File: src/iie_cfg.svh
`ifndef IIE_CFG_SVH
`define IIE_CFG_SVH

// Opcodes and encodings.
`define IIE_OP_IDLE      8'h6f
`define IIE_OP_INC_R     8'h20
`define IIE_OP_INC_IR    8'h21
`define IIE_LO_INC_WREG  4'he
`define IIE_CYCLES_INC   3'd4
`define IIE_CYCLES_IDLE  3'd4
// Working registers live at this base plus the register number.
`define IIE_WREG_BASE    8'hc0
// Flag bit positions in the 8-bit flag byte.
`define IIE_FLG_C        7
`define IIE_FLG_Z        6
`define IIE_FLG_S        5
`define IIE_FLG_V        4
`define IIE_FLG_D        3
`define IIE_FLG_H        2

`endif

File: src/iie_pkg.sv
package iie_pkg;

  typedef enum logic [2:0] {
    IIE_IDLE_ST  = 3'b000,
    IIE_OPER     = 3'b001,
    IIE_PTR_RD   = 3'b011,
    IIE_DST_RD   = 3'b010,
    IIE_WRITE    = 3'b110,
    IIE_HALTED   = 3'b111,
    IIE_DONE     = 3'b101
  } iie_state_e;

  typedef struct packed {
    logic [7:0] addr;
    logic [7:0] wdata;
    logic       we;
  } iie_regbus_s;

  typedef struct packed {
    logic [7:0] result;
    logic [7:0] flags;
  } iie_alu_s;

endpackage

File: src/iie_exec.sv
`timescale 1ns/1ps
`include "iie_cfg.svh"
// How it works
// RULE_01 - Opcode 6F idles: CPU clock stops, system clock runs, four cycles.
// RULE_02 - An interrupt request ends the idle halt and resumes execution.
// RULE_03 - Idle leaves all flags unchanged.
// RULE_04 - Increment adds one, sets Z on zero, keeps C, D and H.
// RULE_05 - S follows bit 7 of the result.
// RULE_06 - V is set on signed overflow, cleared otherwise.
// RULE_07 - Opcode rE increments working register r in four cycles.
// RULE_08 - Opcode 20 increments the register named by the second byte.
// RULE_09 - Opcode 21 increments the register addressed by the named pointer.
// RULE_10 - Increment wraps FF to 00; V only on 7F to 80.
module iie_exec
  import iie_pkg::*;
(
  // Clock and reset.
  input  wire logic       i_clk,
  input  wire logic       i_reset,
  // Instruction issue.
  input  wire logic       i_start,
  input  wire logic [7:0] i_opcode,
  input  wire logic [7:0] i_operand,
  // Flags and register file.
  input  wire logic [7:0] i_flags,
  input  wire logic [7:0] i_rdata,
  // Interrupt request pin.
  input  wire logic       i_irq,
  // Register file access.
  output iie_regbus_s     o_reg,
  // Flag update.
  output logic [7:0]      o_flags,
  output logic            o_flags_we,
  // Clock gate and status.
  output logic            o_cpu_clk_en,
  output logic            o_busy,
  output logic            o_done,
  output logic            o_illegal
);

  typedef struct packed {
    iie_state_e  st;
    logic [2:0]  cnt;
    logic [7:0]  dst;
    logic        inc;
    iie_regbus_s bus;
    logic [7:0]  flags;
    logic        flags_we;
    logic        clk_en;
    logic        done;
    logic        illegal;
    logic        irq_m;
    logic        irq_s;
    logic        busy;
  } iie_regs_s;

  iie_regs_s r_r;
  iie_regs_s r_nxt;
  iie_alu_s  alu;

  iie_inc8 u_inc (
    .i_value (i_rdata),
    .i_flags (i_flags),
    .o_alu   (alu)
  );

  always_comb begin
    r_nxt = r_r;
    // The request pin is asynchronous to this clock, so it is double-registered.
    r_nxt.irq_m = i_irq;
    r_nxt.irq_s = r_r.irq_m;
    r_nxt.bus.we = 1'b0;
    r_nxt.flags_we = 1'b0;
    r_nxt.done = 1'b0;
    r_nxt.illegal = 1'b0;
    r_nxt.cnt = (r_r.cnt == 3'd0) ? 3'd0 : r_r.cnt - 3'd1;
    unique case (r_r.st)
      IIE_IDLE_ST: begin
        if (i_start) begin
          r_nxt.cnt = `IIE_CYCLES_INC - 3'd1;
          if (i_opcode == `IIE_OP_IDLE) begin
            r_nxt.cnt = `IIE_CYCLES_IDLE - 3'd1;                    // RULE_01
            r_nxt.inc = 1'b0;
            r_nxt.st  = IIE_OPER;
          end else if (i_opcode[3:0] == `IIE_LO_INC_WREG) begin
            r_nxt.dst = `IIE_WREG_BASE | {4'h0, i_opcode[7:4]};     // RULE_07
            r_nxt.bus.addr = `IIE_WREG_BASE | {4'h0, i_opcode[7:4]};
            r_nxt.inc = 1'b1;
            r_nxt.st  = IIE_DST_RD;
          end else if (i_opcode == `IIE_OP_INC_R) begin
            r_nxt.dst = i_operand;                                  // RULE_08
            r_nxt.bus.addr = i_operand;
            r_nxt.inc = 1'b1;
            r_nxt.st  = IIE_DST_RD;
          end else if (i_opcode == `IIE_OP_INC_IR) begin
            r_nxt.bus.addr = i_operand;                             // RULE_09
            r_nxt.inc = 1'b1;
            r_nxt.st  = IIE_PTR_RD;
          end else begin
            r_nxt.illegal = 1'b1;
            r_nxt.done = 1'b1;
          end
        end
      end
      IIE_OPER: begin
        // Idle: the flag write strobe stays low so no flag moves.
        r_nxt.clk_en = 1'b0;                                        // RULE_01 RULE_03
        r_nxt.st = IIE_HALTED;
      end
      IIE_PTR_RD: begin
        // Pointer is only read; the increment lands on what it points to.
        r_nxt.dst = i_rdata;                                        // RULE_09
        r_nxt.bus.addr = i_rdata;
        r_nxt.st = IIE_DST_RD;
      end
      IIE_DST_RD: begin
        r_nxt.bus.wdata = alu.result;                               // RULE_10
        r_nxt.bus.addr = r_r.dst;
        r_nxt.bus.we = 1'b1;
        r_nxt.flags = alu.flags;                                    // RULE_04 RULE_05 RULE_06
        r_nxt.flags_we = 1'b1;
        r_nxt.st = IIE_WRITE;
      end
      IIE_WRITE: begin
        if (r_r.cnt == 3'd0) begin
          r_nxt.done = 1'b1;
          r_nxt.st = IIE_IDLE_ST;
        end
      end
      IIE_HALTED: begin
        if (r_r.irq_s) begin
          r_nxt.clk_en = 1'b1;                                      // RULE_02
          r_nxt.st = IIE_DONE;
        end
      end
      IIE_DONE: begin
        r_nxt.done = 1'b1;
        r_nxt.st = IIE_IDLE_ST;
      end
      default: begin
        r_nxt.st = IIE_IDLE_ST;
      end
    endcase
    // Busy is registered from the next state so the port comes straight from a flop.
    r_nxt.busy = (r_nxt.st != IIE_IDLE_ST);
  end

  always_ff @(posedge i_clk) begin
    if (i_reset) begin
      r_r <= '{st: IIE_IDLE_ST, clk_en: 1'b1, default: '0};
    end else begin
      r_r <= r_nxt;
    end
  end

  assign o_reg        = r_r.bus;
  assign o_flags      = r_r.flags;
  assign o_flags_we   = r_r.flags_we;
  assign o_cpu_clk_en = r_r.clk_en;
  assign o_busy       = r_r.busy;
  assign o_done       = r_r.done;
  assign o_illegal    = r_r.illegal;

endmodule

File: src/iie_inc8.sv
`timescale 1ns/1ps
`include "iie_cfg.svh"
module iie_inc8
  import iie_pkg::*;
(
  // Operand.
  input  wire logic [7:0] i_value,
  input  wire logic [7:0] i_flags,
  // Result.
  output iie_alu_s        o_alu
);

  logic [7:0] sum;

  always_comb begin
    sum = i_value + 8'h01;
    o_alu.result = sum;
    o_alu.flags = i_flags;
    o_alu.flags[`IIE_FLG_Z] = (sum == 8'h00);                        // RULE_04
    o_alu.flags[`IIE_FLG_S] = sum[7];                                // RULE_05
    o_alu.flags[`IIE_FLG_V] = (i_value == 8'h7f);                    // RULE_06
    // Carry, decimal-adjust and half-carry pass through from i_flags.
    o_alu.flags[`IIE_FLG_C] = i_flags[`IIE_FLG_C];                   // RULE_10
  end

endmodule

File: config.mk
export PLATFORM = sky130hd
export DESIGN_NAME = iie_exec
export DESIGN_NICKNAME = d
export VERILOG_FILES = /design/src/iie_pkg.sv /design/src/iie_exec.sv /design/src/iie_inc8.sv
export VERILOG_INCLUDE_DIRS = /design/src /design/src/src
export SDC_FILE = /design/constraint.sdc
export NUM_CORES = 1
export LEC_CHECK = 0
export BUFFER_PORTS_ARGS = -buffer_cell sky130_fd_sc_hd__buf_2
export CORE_MARGIN = 8
export CORE_UTILIZATION = 35
export CTS_CLUSTER_DIAMETER = 100
export CTS_CLUSTER_SIZE = 28
export DETAILED_ROUTE_END_ITERATION = 7
export GPL_TIMING_DRIVEN = 0
export PLACE_DENSITY = 0.57
export SKIP_LAST_GASP = 1
export SYNTH_ARGS = -nofsm -noshare
export SYNTH_HDL_FRONTEND = slang
export SYNTH_SLANG_ARGS = --single-unit
File: constraint.sdc
create_clock -name i_clk -period 4.6 [get_ports i_clk]
set_input_delay 0.92 -clock i_clk [delete_from_list [all_inputs] [get_ports i_clk]]
set_output_delay 0.92 -clock i_clk [all_outputs]
set_load 0.02 [all_outputs]
==> results of run 1 <==
==> report_power, final <==
| part | internal [mW] | switching [mW] | total [mW] |
|---|---|---|---|
| logic | 0.0490 | 0.0678 | 0.117 |
| registers | 0.391 | 0.00559 | 0.397 |
| clock network | 0.122 | 0.145 | 0.267 |
==> layer usage <==
layer | track usage, % | routed length [µm] | vias to the layer above
li1 | - | - | 1102
met1 | 16.0 | 3030 | 1014
met2 | 20.9 | 2880 | 54
met3 | 3.42 | 299 | 16
met4 | 3.96 | 98 | 0
met5 | 0 | 0 | -
==> cell usage after synthesis (2+ instances only) <==
library cell / count / area, µm²
dfxtp_1: 44 / 881
nor2_1: 39 / 146
a21oi_1: 28 / 140
buf_4: 26 / 195
nand2_1: 24 / 90.1
mux2i_1: 19 / 190
a211oi_1: 14 / 105
clkbuf_1: 9 / 33.8
nand3_1: 7 / 35.0
o22ai_1: 6 / 37.5
inv_1: 4 / 15.0
o21ai_0: 4 / 20.0
a31oi_1: 3 / 18.8
buf_6: 3 / 33.8
clkbuf_8: 3 / 41.3
nand4_1: 3 / 18.8
nor2b_1: 3 / 18.8
xnor2_1: 3 / 26.3
xor2_1: 3 / 26.3
a211oi_2: 2 / 25.0
and3_1: 2 / 12.5
buf_2: 2 / 10.0
nor2_2: 2 / 12.5
nor3_1: 2 / 10.0
nor3b_1: 2 / 15.0
==> metrics by stage <==
| stage | worst slack, ns | power (mW) |
|---|---|---|
| 2_1_floorplan | 2.44 | 0.481 |
| 3_3_place_gp | 2.11 | 0.522 |
| 3_5_place_dp | 2.09 | 0.523 |
| 4_1_cts | 2.41 | 0.787 |
| 5_1_grt | 2.29 | 0.811 |
| 6_report | 2.37 | 0.780 |
==> worst paths after layout <==
check,slack [ns],start,end
max,2.37,i_opcode[7],r_r[34]
min,0.45,r_nxt[1],r_r[1]
max reg2reg,2.84,r_r[45],r_r[34]
min reg2reg,0.45,r_nxt[1],r_r[1]
==> cell families (layout without fill, tap and decap cells) <==
family,after synthesis,after routing
AO/OA/AOI/OAI,70,70
XOR/XNOR,6,6
adder cells (fa/ha/maj),1,1
buffers and inverters,49,114
flip-flops,44,44
multiplexers,19,19
AND/OR/NAND/NOR,95,95
==> final cells by class <==
cell class / count / area [µm²]
Inverter: 4 / 15.0
Sequential cell: 44 / 881
Multi-Input combinational cell: 191 / 1210
Clock buffer: 6 / 82.6
Buffer: 45 / 333
Fill cell: 725 / 3830
Clock inverter: 2 / 15.0
Timing Repair Buffer: 57 / 285
Tap cell: 80 / 100
==> results.sh, run 1 <==
export IMPL_final_hold_violation_count=0
export IMPL_path_depth=7
export IMPL_slew_headroom_pct=56.9
export IMPL_rsz0062_at_grt="false"
export IMPL_place_area_um2=2830
export IMPL_largest_register_ffs=16
export IMPL_drtIter0Drc=139
export IMPL_port_buffers=57
export IMPL_gp_congestion=0.769
export IMPL_tightest_slew_ns=0.644
export IMPL_slowest_delay_ns=0.43
export IMPL_vias_per_cell=5.10
export IMPL_path_max_fanout=10
export IMPL_synth_xor_area_share_pct=2.15
export IMPL_setup_viol=0
export IMPL_synth_main_ff_cell="dfxtp_1"
export IMPL_synth_top_family_by_area="compound AO/OA/AOI/OAI gates"
export IMPL_muxShareOfSynthArea_pct=7.79
export IMPL_finalMaxSlewViolations=0
export IMPL_r2r_cells=6
export IMPL_final_cell_mix="buf_2 (59), dfxtp_1 (44), nor2_1 (39)"
export IMPL_drt_pass1_iterations=6
export IMPL_max_freq_mhz=449
export IMPL_hpwl_mm=4.78
export IMPL_clk_pin_slew_ns=0.09
export IMPL_ys_seq_area_share_pct=36.1
export IMPL_path_buf_inv=2
export IMPL_cts_resized_gates=0
export IMPL_worstPathCellList="buf_2 > nor3b_2 > a21boi_2 > o31ai_4 > buf_6 > nor2_2 > a211oi_2"
export IMPL_cts_buffers=5
export IMPL_antenna_found_initial=0
export IMPL_diodes=0
export IMPL_power_density_nw_per_um2=267
export IMPL_die_area_um2=9900
export IMPL_critPathLaunchType="input pin"
export IMPL_status="complete, no violations"
export IMPL_synthCells=284
export IMPL_min_period_ns=2.23
export IMPL_num_nets_final=385
export IMPL_start_util_pct=36.1
export IMPL_worst_clock_skew_ns=0.00861
export IMPL_cts_hold_buf=0
export IMPL_fp_row_count=30
export IMPL_worstSetupPathType="input pin to flop"
export IMPL_clk_latency_ns=0.31
export IMPL_cp_slowest_cell="nor3b_2"
export IMPL_antenna_left=0
export IMPL_holdWs_ns=0.449
export IMPL_grt_pass1_vias=2087
export IMPL_place_inst=421
export IMPL_drive_gt1_share_pct=32.7
export IMPL_cp_arrival_ns=2.46
export IMPL_grt_start_max_net_pins=15
export IMPL_crit_family="compound AO/OA/AOI/OAI gates"
export IMPL_synth_fa_ha_area_share_pct=0.513
export IMPL_route_vias_total=2186
export IMPL_grtUsageTotal_pct=12.8
export IMPL_synth_edf_count=0
export IMPL_drcViolationCount=0
export IMPL_clock_path_buffers=2
export IMPL_power_leakage_nw=1.26
export IMPL_pin_count=66
export IMPL_die_w_um=99.5
export IMPL_drt_total_wl_mm=6.31
export IMPL_hold_path_class="flop to flop"
export IMPL_grt_pass1_wl_mm=10.3
export IMPL_cts_tree="built"
export IMPL_htree_levels=2
export IMPL_ys_types=52
export IMPL_synth_compound_area_share_pct=19.9
export IMPL_finalCoreUtilization_pct=43.3
export IMPL_core_area_um2=6760
export IMPL_synthesis_nets=321
export IMPL_yosys_area_share_simple_pct=19.3
export IMPL_ys_ff_latch=44
export IMPL_maxCapViolations=0
export IMPL_period_share_pct=48.4
export IMPL_clock_root_buffer="clkbuf_8"
export IMPL_syn_area_um2=2440
export IMPL_yosysWarnings=0
export IMPL_wire_per_inst_um=14.7
export IMPL_clkSinkCount=44
export IMPL_final_common_cell="buf_2"
export IMPL_overflow=0
export IMPL_crit_required_ns=4.83
export IMPL_postLayoutCellArea_um2=2920
export IMPL_async_reset_ff_share_pct=0
export IMPL_area_growth_synth_to_final_pct=19.8
export IMPL_tns_ns=0
export IMPL_die_y_um=99.5
export IMPL_avgSynthCellArea_um2=8.59
export IMPL_stdcell_count=429
export IMPL_ir_drop_mv=0.141
export IMPL_post_cts_repair_setup_buffers=0
export IMPL_cp_end_kind="flop"
export IMPL_whs_path_depth=1
Power figures use the tool's default switching activity.
==> run 2: changes to the inputs <==
- PLACE_DENSITY: 0.57 -> 0.59
- clock period: 4.6 -> 1.9 ns (I/O delays scaled with it)
==> run 2 against run 1 <==
  * Clock power grew to 2.9 times the previous value
  * Critical path depth is 1 lower
  * Flip-flop and latch count stayed put
  * Via count hardly changed
  * Sequential power is 140% higher
  * Die area stayed put
==> results.sh, run 2 (same netlist as run 1, synthesis figures left out) <==
export IMPL_r2r_start="r_r[45]"
export IMPL_grtUsageTotal_pct=13.3
export IMPL_intPower_mw=1.50
export IMPL_overflow=0
export IMPL_power_leakage_nw=1.28
export IMPL_comb_power_share_pct=14.2
export IMPL_cp_slowest_cell="o31ai_4"
export IMPL_stdcell_count=429
export IMPL_clkSinkCount=44
export IMPL_worstSetupPathType="flop to flop"
export IMPL_rsz0062_at_grt="false"
export IMPL_worstPathCellList="inv_1 > nand4_2 > o31ai_4 > buf_6 > nor2_2 > a211oi_2"
export IMPL_wire_per_inst_um=15.0
export IMPL_hold_path_class="input pin to flop"
export IMPL_drt_pass1_iterations=4
export IMPL_antenna_left=0
export IMPL_cts_hold_buf=0
export IMPL_clock_root_buffer="clkbuf_8"
export IMPL_pin_count=66
export IMPL_total_power_mw=2.01
export IMPL_path_max_fanout=10
export IMPL_dpl_worst_slack_ns=-0.0879
export IMPL_num_nets_final=385
export IMPL_switchingPower_mw=0.513
export IMPL_drive_gt1_share_pct=32.7
export IMPL_cp_end_kind="flop"
export IMPL_cts_buffers=5
export IMPL_clock_path_buffers=2
export IMPL_max_freq_mhz=565
export IMPL_antenna_found_initial=0
export IMPL_place_area_um2=2830
export IMPL_tightest_slew_ns=0.704
export IMPL_min_period_ns=1.77
export IMPL_worst_clock_skew_ns=0.00628
export IMPL_num_fill_cells=719
export IMPL_crit_required_ns=2.12
export IMPL_pwr_share_clk_pct=38.0
export IMPL_gp_congestion=0.794
export IMPL_grt_pass1_vias=2211
export IMPL_clk_pin_slew_ns=0.09
export IMPL_postLayoutCellArea_um2=2950
export IMPL_slew_headroom_pct=52.8
export IMPL_finalMaxSlewViolations=0
export IMPL_largest_register_ffs=16
export IMPL_fp_row_count=30
export IMPL_final_common_cell="buf_2"
export IMPL_drtIter0Drc=88
export IMPL_diodes=0
export IMPL_critPathLaunchType="flop"
export IMPL_slowest_delay_ns=0.48
export IMPL_die_area_um2=9900
export IMPL_post_cts_repair_setup_buffers=0
export IMPL_holdWs_ns=0.297
export IMPL_route_vias_total=2187
export IMPL_grt_pass1_wl_mm=10.7
export IMPL_cts_resized_gates=0
export IMPL_maxCapViolations=0
export IMPL_htree_levels=2
export IMPL_vias_per_cell=5.10
export IMPL_period_share_pct=93.1
export IMPL_fin_ws_ns=0.132
export IMPL_drt_total_wl_mm=6.42
export IMPL_start_util_pct=36.1
export IMPL_status="complete, no violations"
export IMPL_setup_viol=0
export IMPL_seqPwrFrac_pct=47.8
export IMPL_core_area_um2=6760
export IMPL_rrSetupSlack_ns=0.13
export IMPL_switching_share_pct=25.5
export IMPL_power_density_nw_per_um2=682
export IMPL_place_inst=421
export IMPL_die_w_um=99.5
export IMPL_clk_latency_ns=0.30
export IMPL_hold_start="i_irq"
export IMPL_final_hold_violation_count=0
export IMPL_crit_start="r_r[45]"
export IMPL_port_buffers=57
export IMPL_cp_arrival_ns=1.99
export IMPL_die_y_um=99.5
export IMPL_grt_start_max_net_pins=15
export IMPL_area_growth_synth_to_final_pct=20.8
export IMPL_ir_drop_mv=0.278
export IMPL_hpwl_mm=4.85
export IMPL_final_cell_mix="buf_2 (59), dfxtp_1 (44), nor2_1 (39)"
export IMPL_cts_tree="built"
export IMPL_drcViolationCount=0
[run 2: power groups by stage]
stage	Sequential (mW)	Clock, mW	Combinational, mW
global route	0.964	0.824	0.315
CTS	0.961	0.780	0.287
finish	0.961	0.763	0.284
detailed placement	0.982	0	0.286
global placement	0.982	0	0.282
floorplan	0.985	0	0.181
[run 2: final timing paths]
path | end | cells after the start
setup / recovery | r_r[34] | 6
hold / removal | r_nxt[1] | 2
setup reg to reg | r_r[34] | 6
hold reg to reg | o_flags[0] | 2
[run 2: cell type report]
cell class	instances	area, µm²	share of cell area, %
multi-input combinational	191	1210	41.1
sequential	44	881	29.9
buffer	45	333	11.3
timing repair buffer	57	285	9.68
tap	80	100	3.40
clock buffer	6	82.6	2.80
clock inverter	2	38.8	1.32
inverter	4	15.0	0.510
[run 2: routing by layer]
metal  routed length [µm]  vias up  global-route usage, %
met5                    0        -                      0
met3                  295        9                   3.07
met1                 3020     1010                   16.4
li1                     -     1113                      -
met2                 3010       55                   22.2
met4                   93        0                   4.31
[run 2: critical path: cells and delay by family (launching register included)]
kind,cells,cell delay (ns)
buf+inv,2,0.40
compound gates,2,0.66
flops,1,0.33
simple gates,2,0.31
[run 2: metrics by stage]
step | util [%] | setup TNS (ns)
after global placement | 41.8 | -0.0923
after CTS | 43.6 | 0
final | 43.6 | 0
after detailed placement | 41.8 | -0.208
after global routing | 43.6 | 0
after floorplan | - | 0
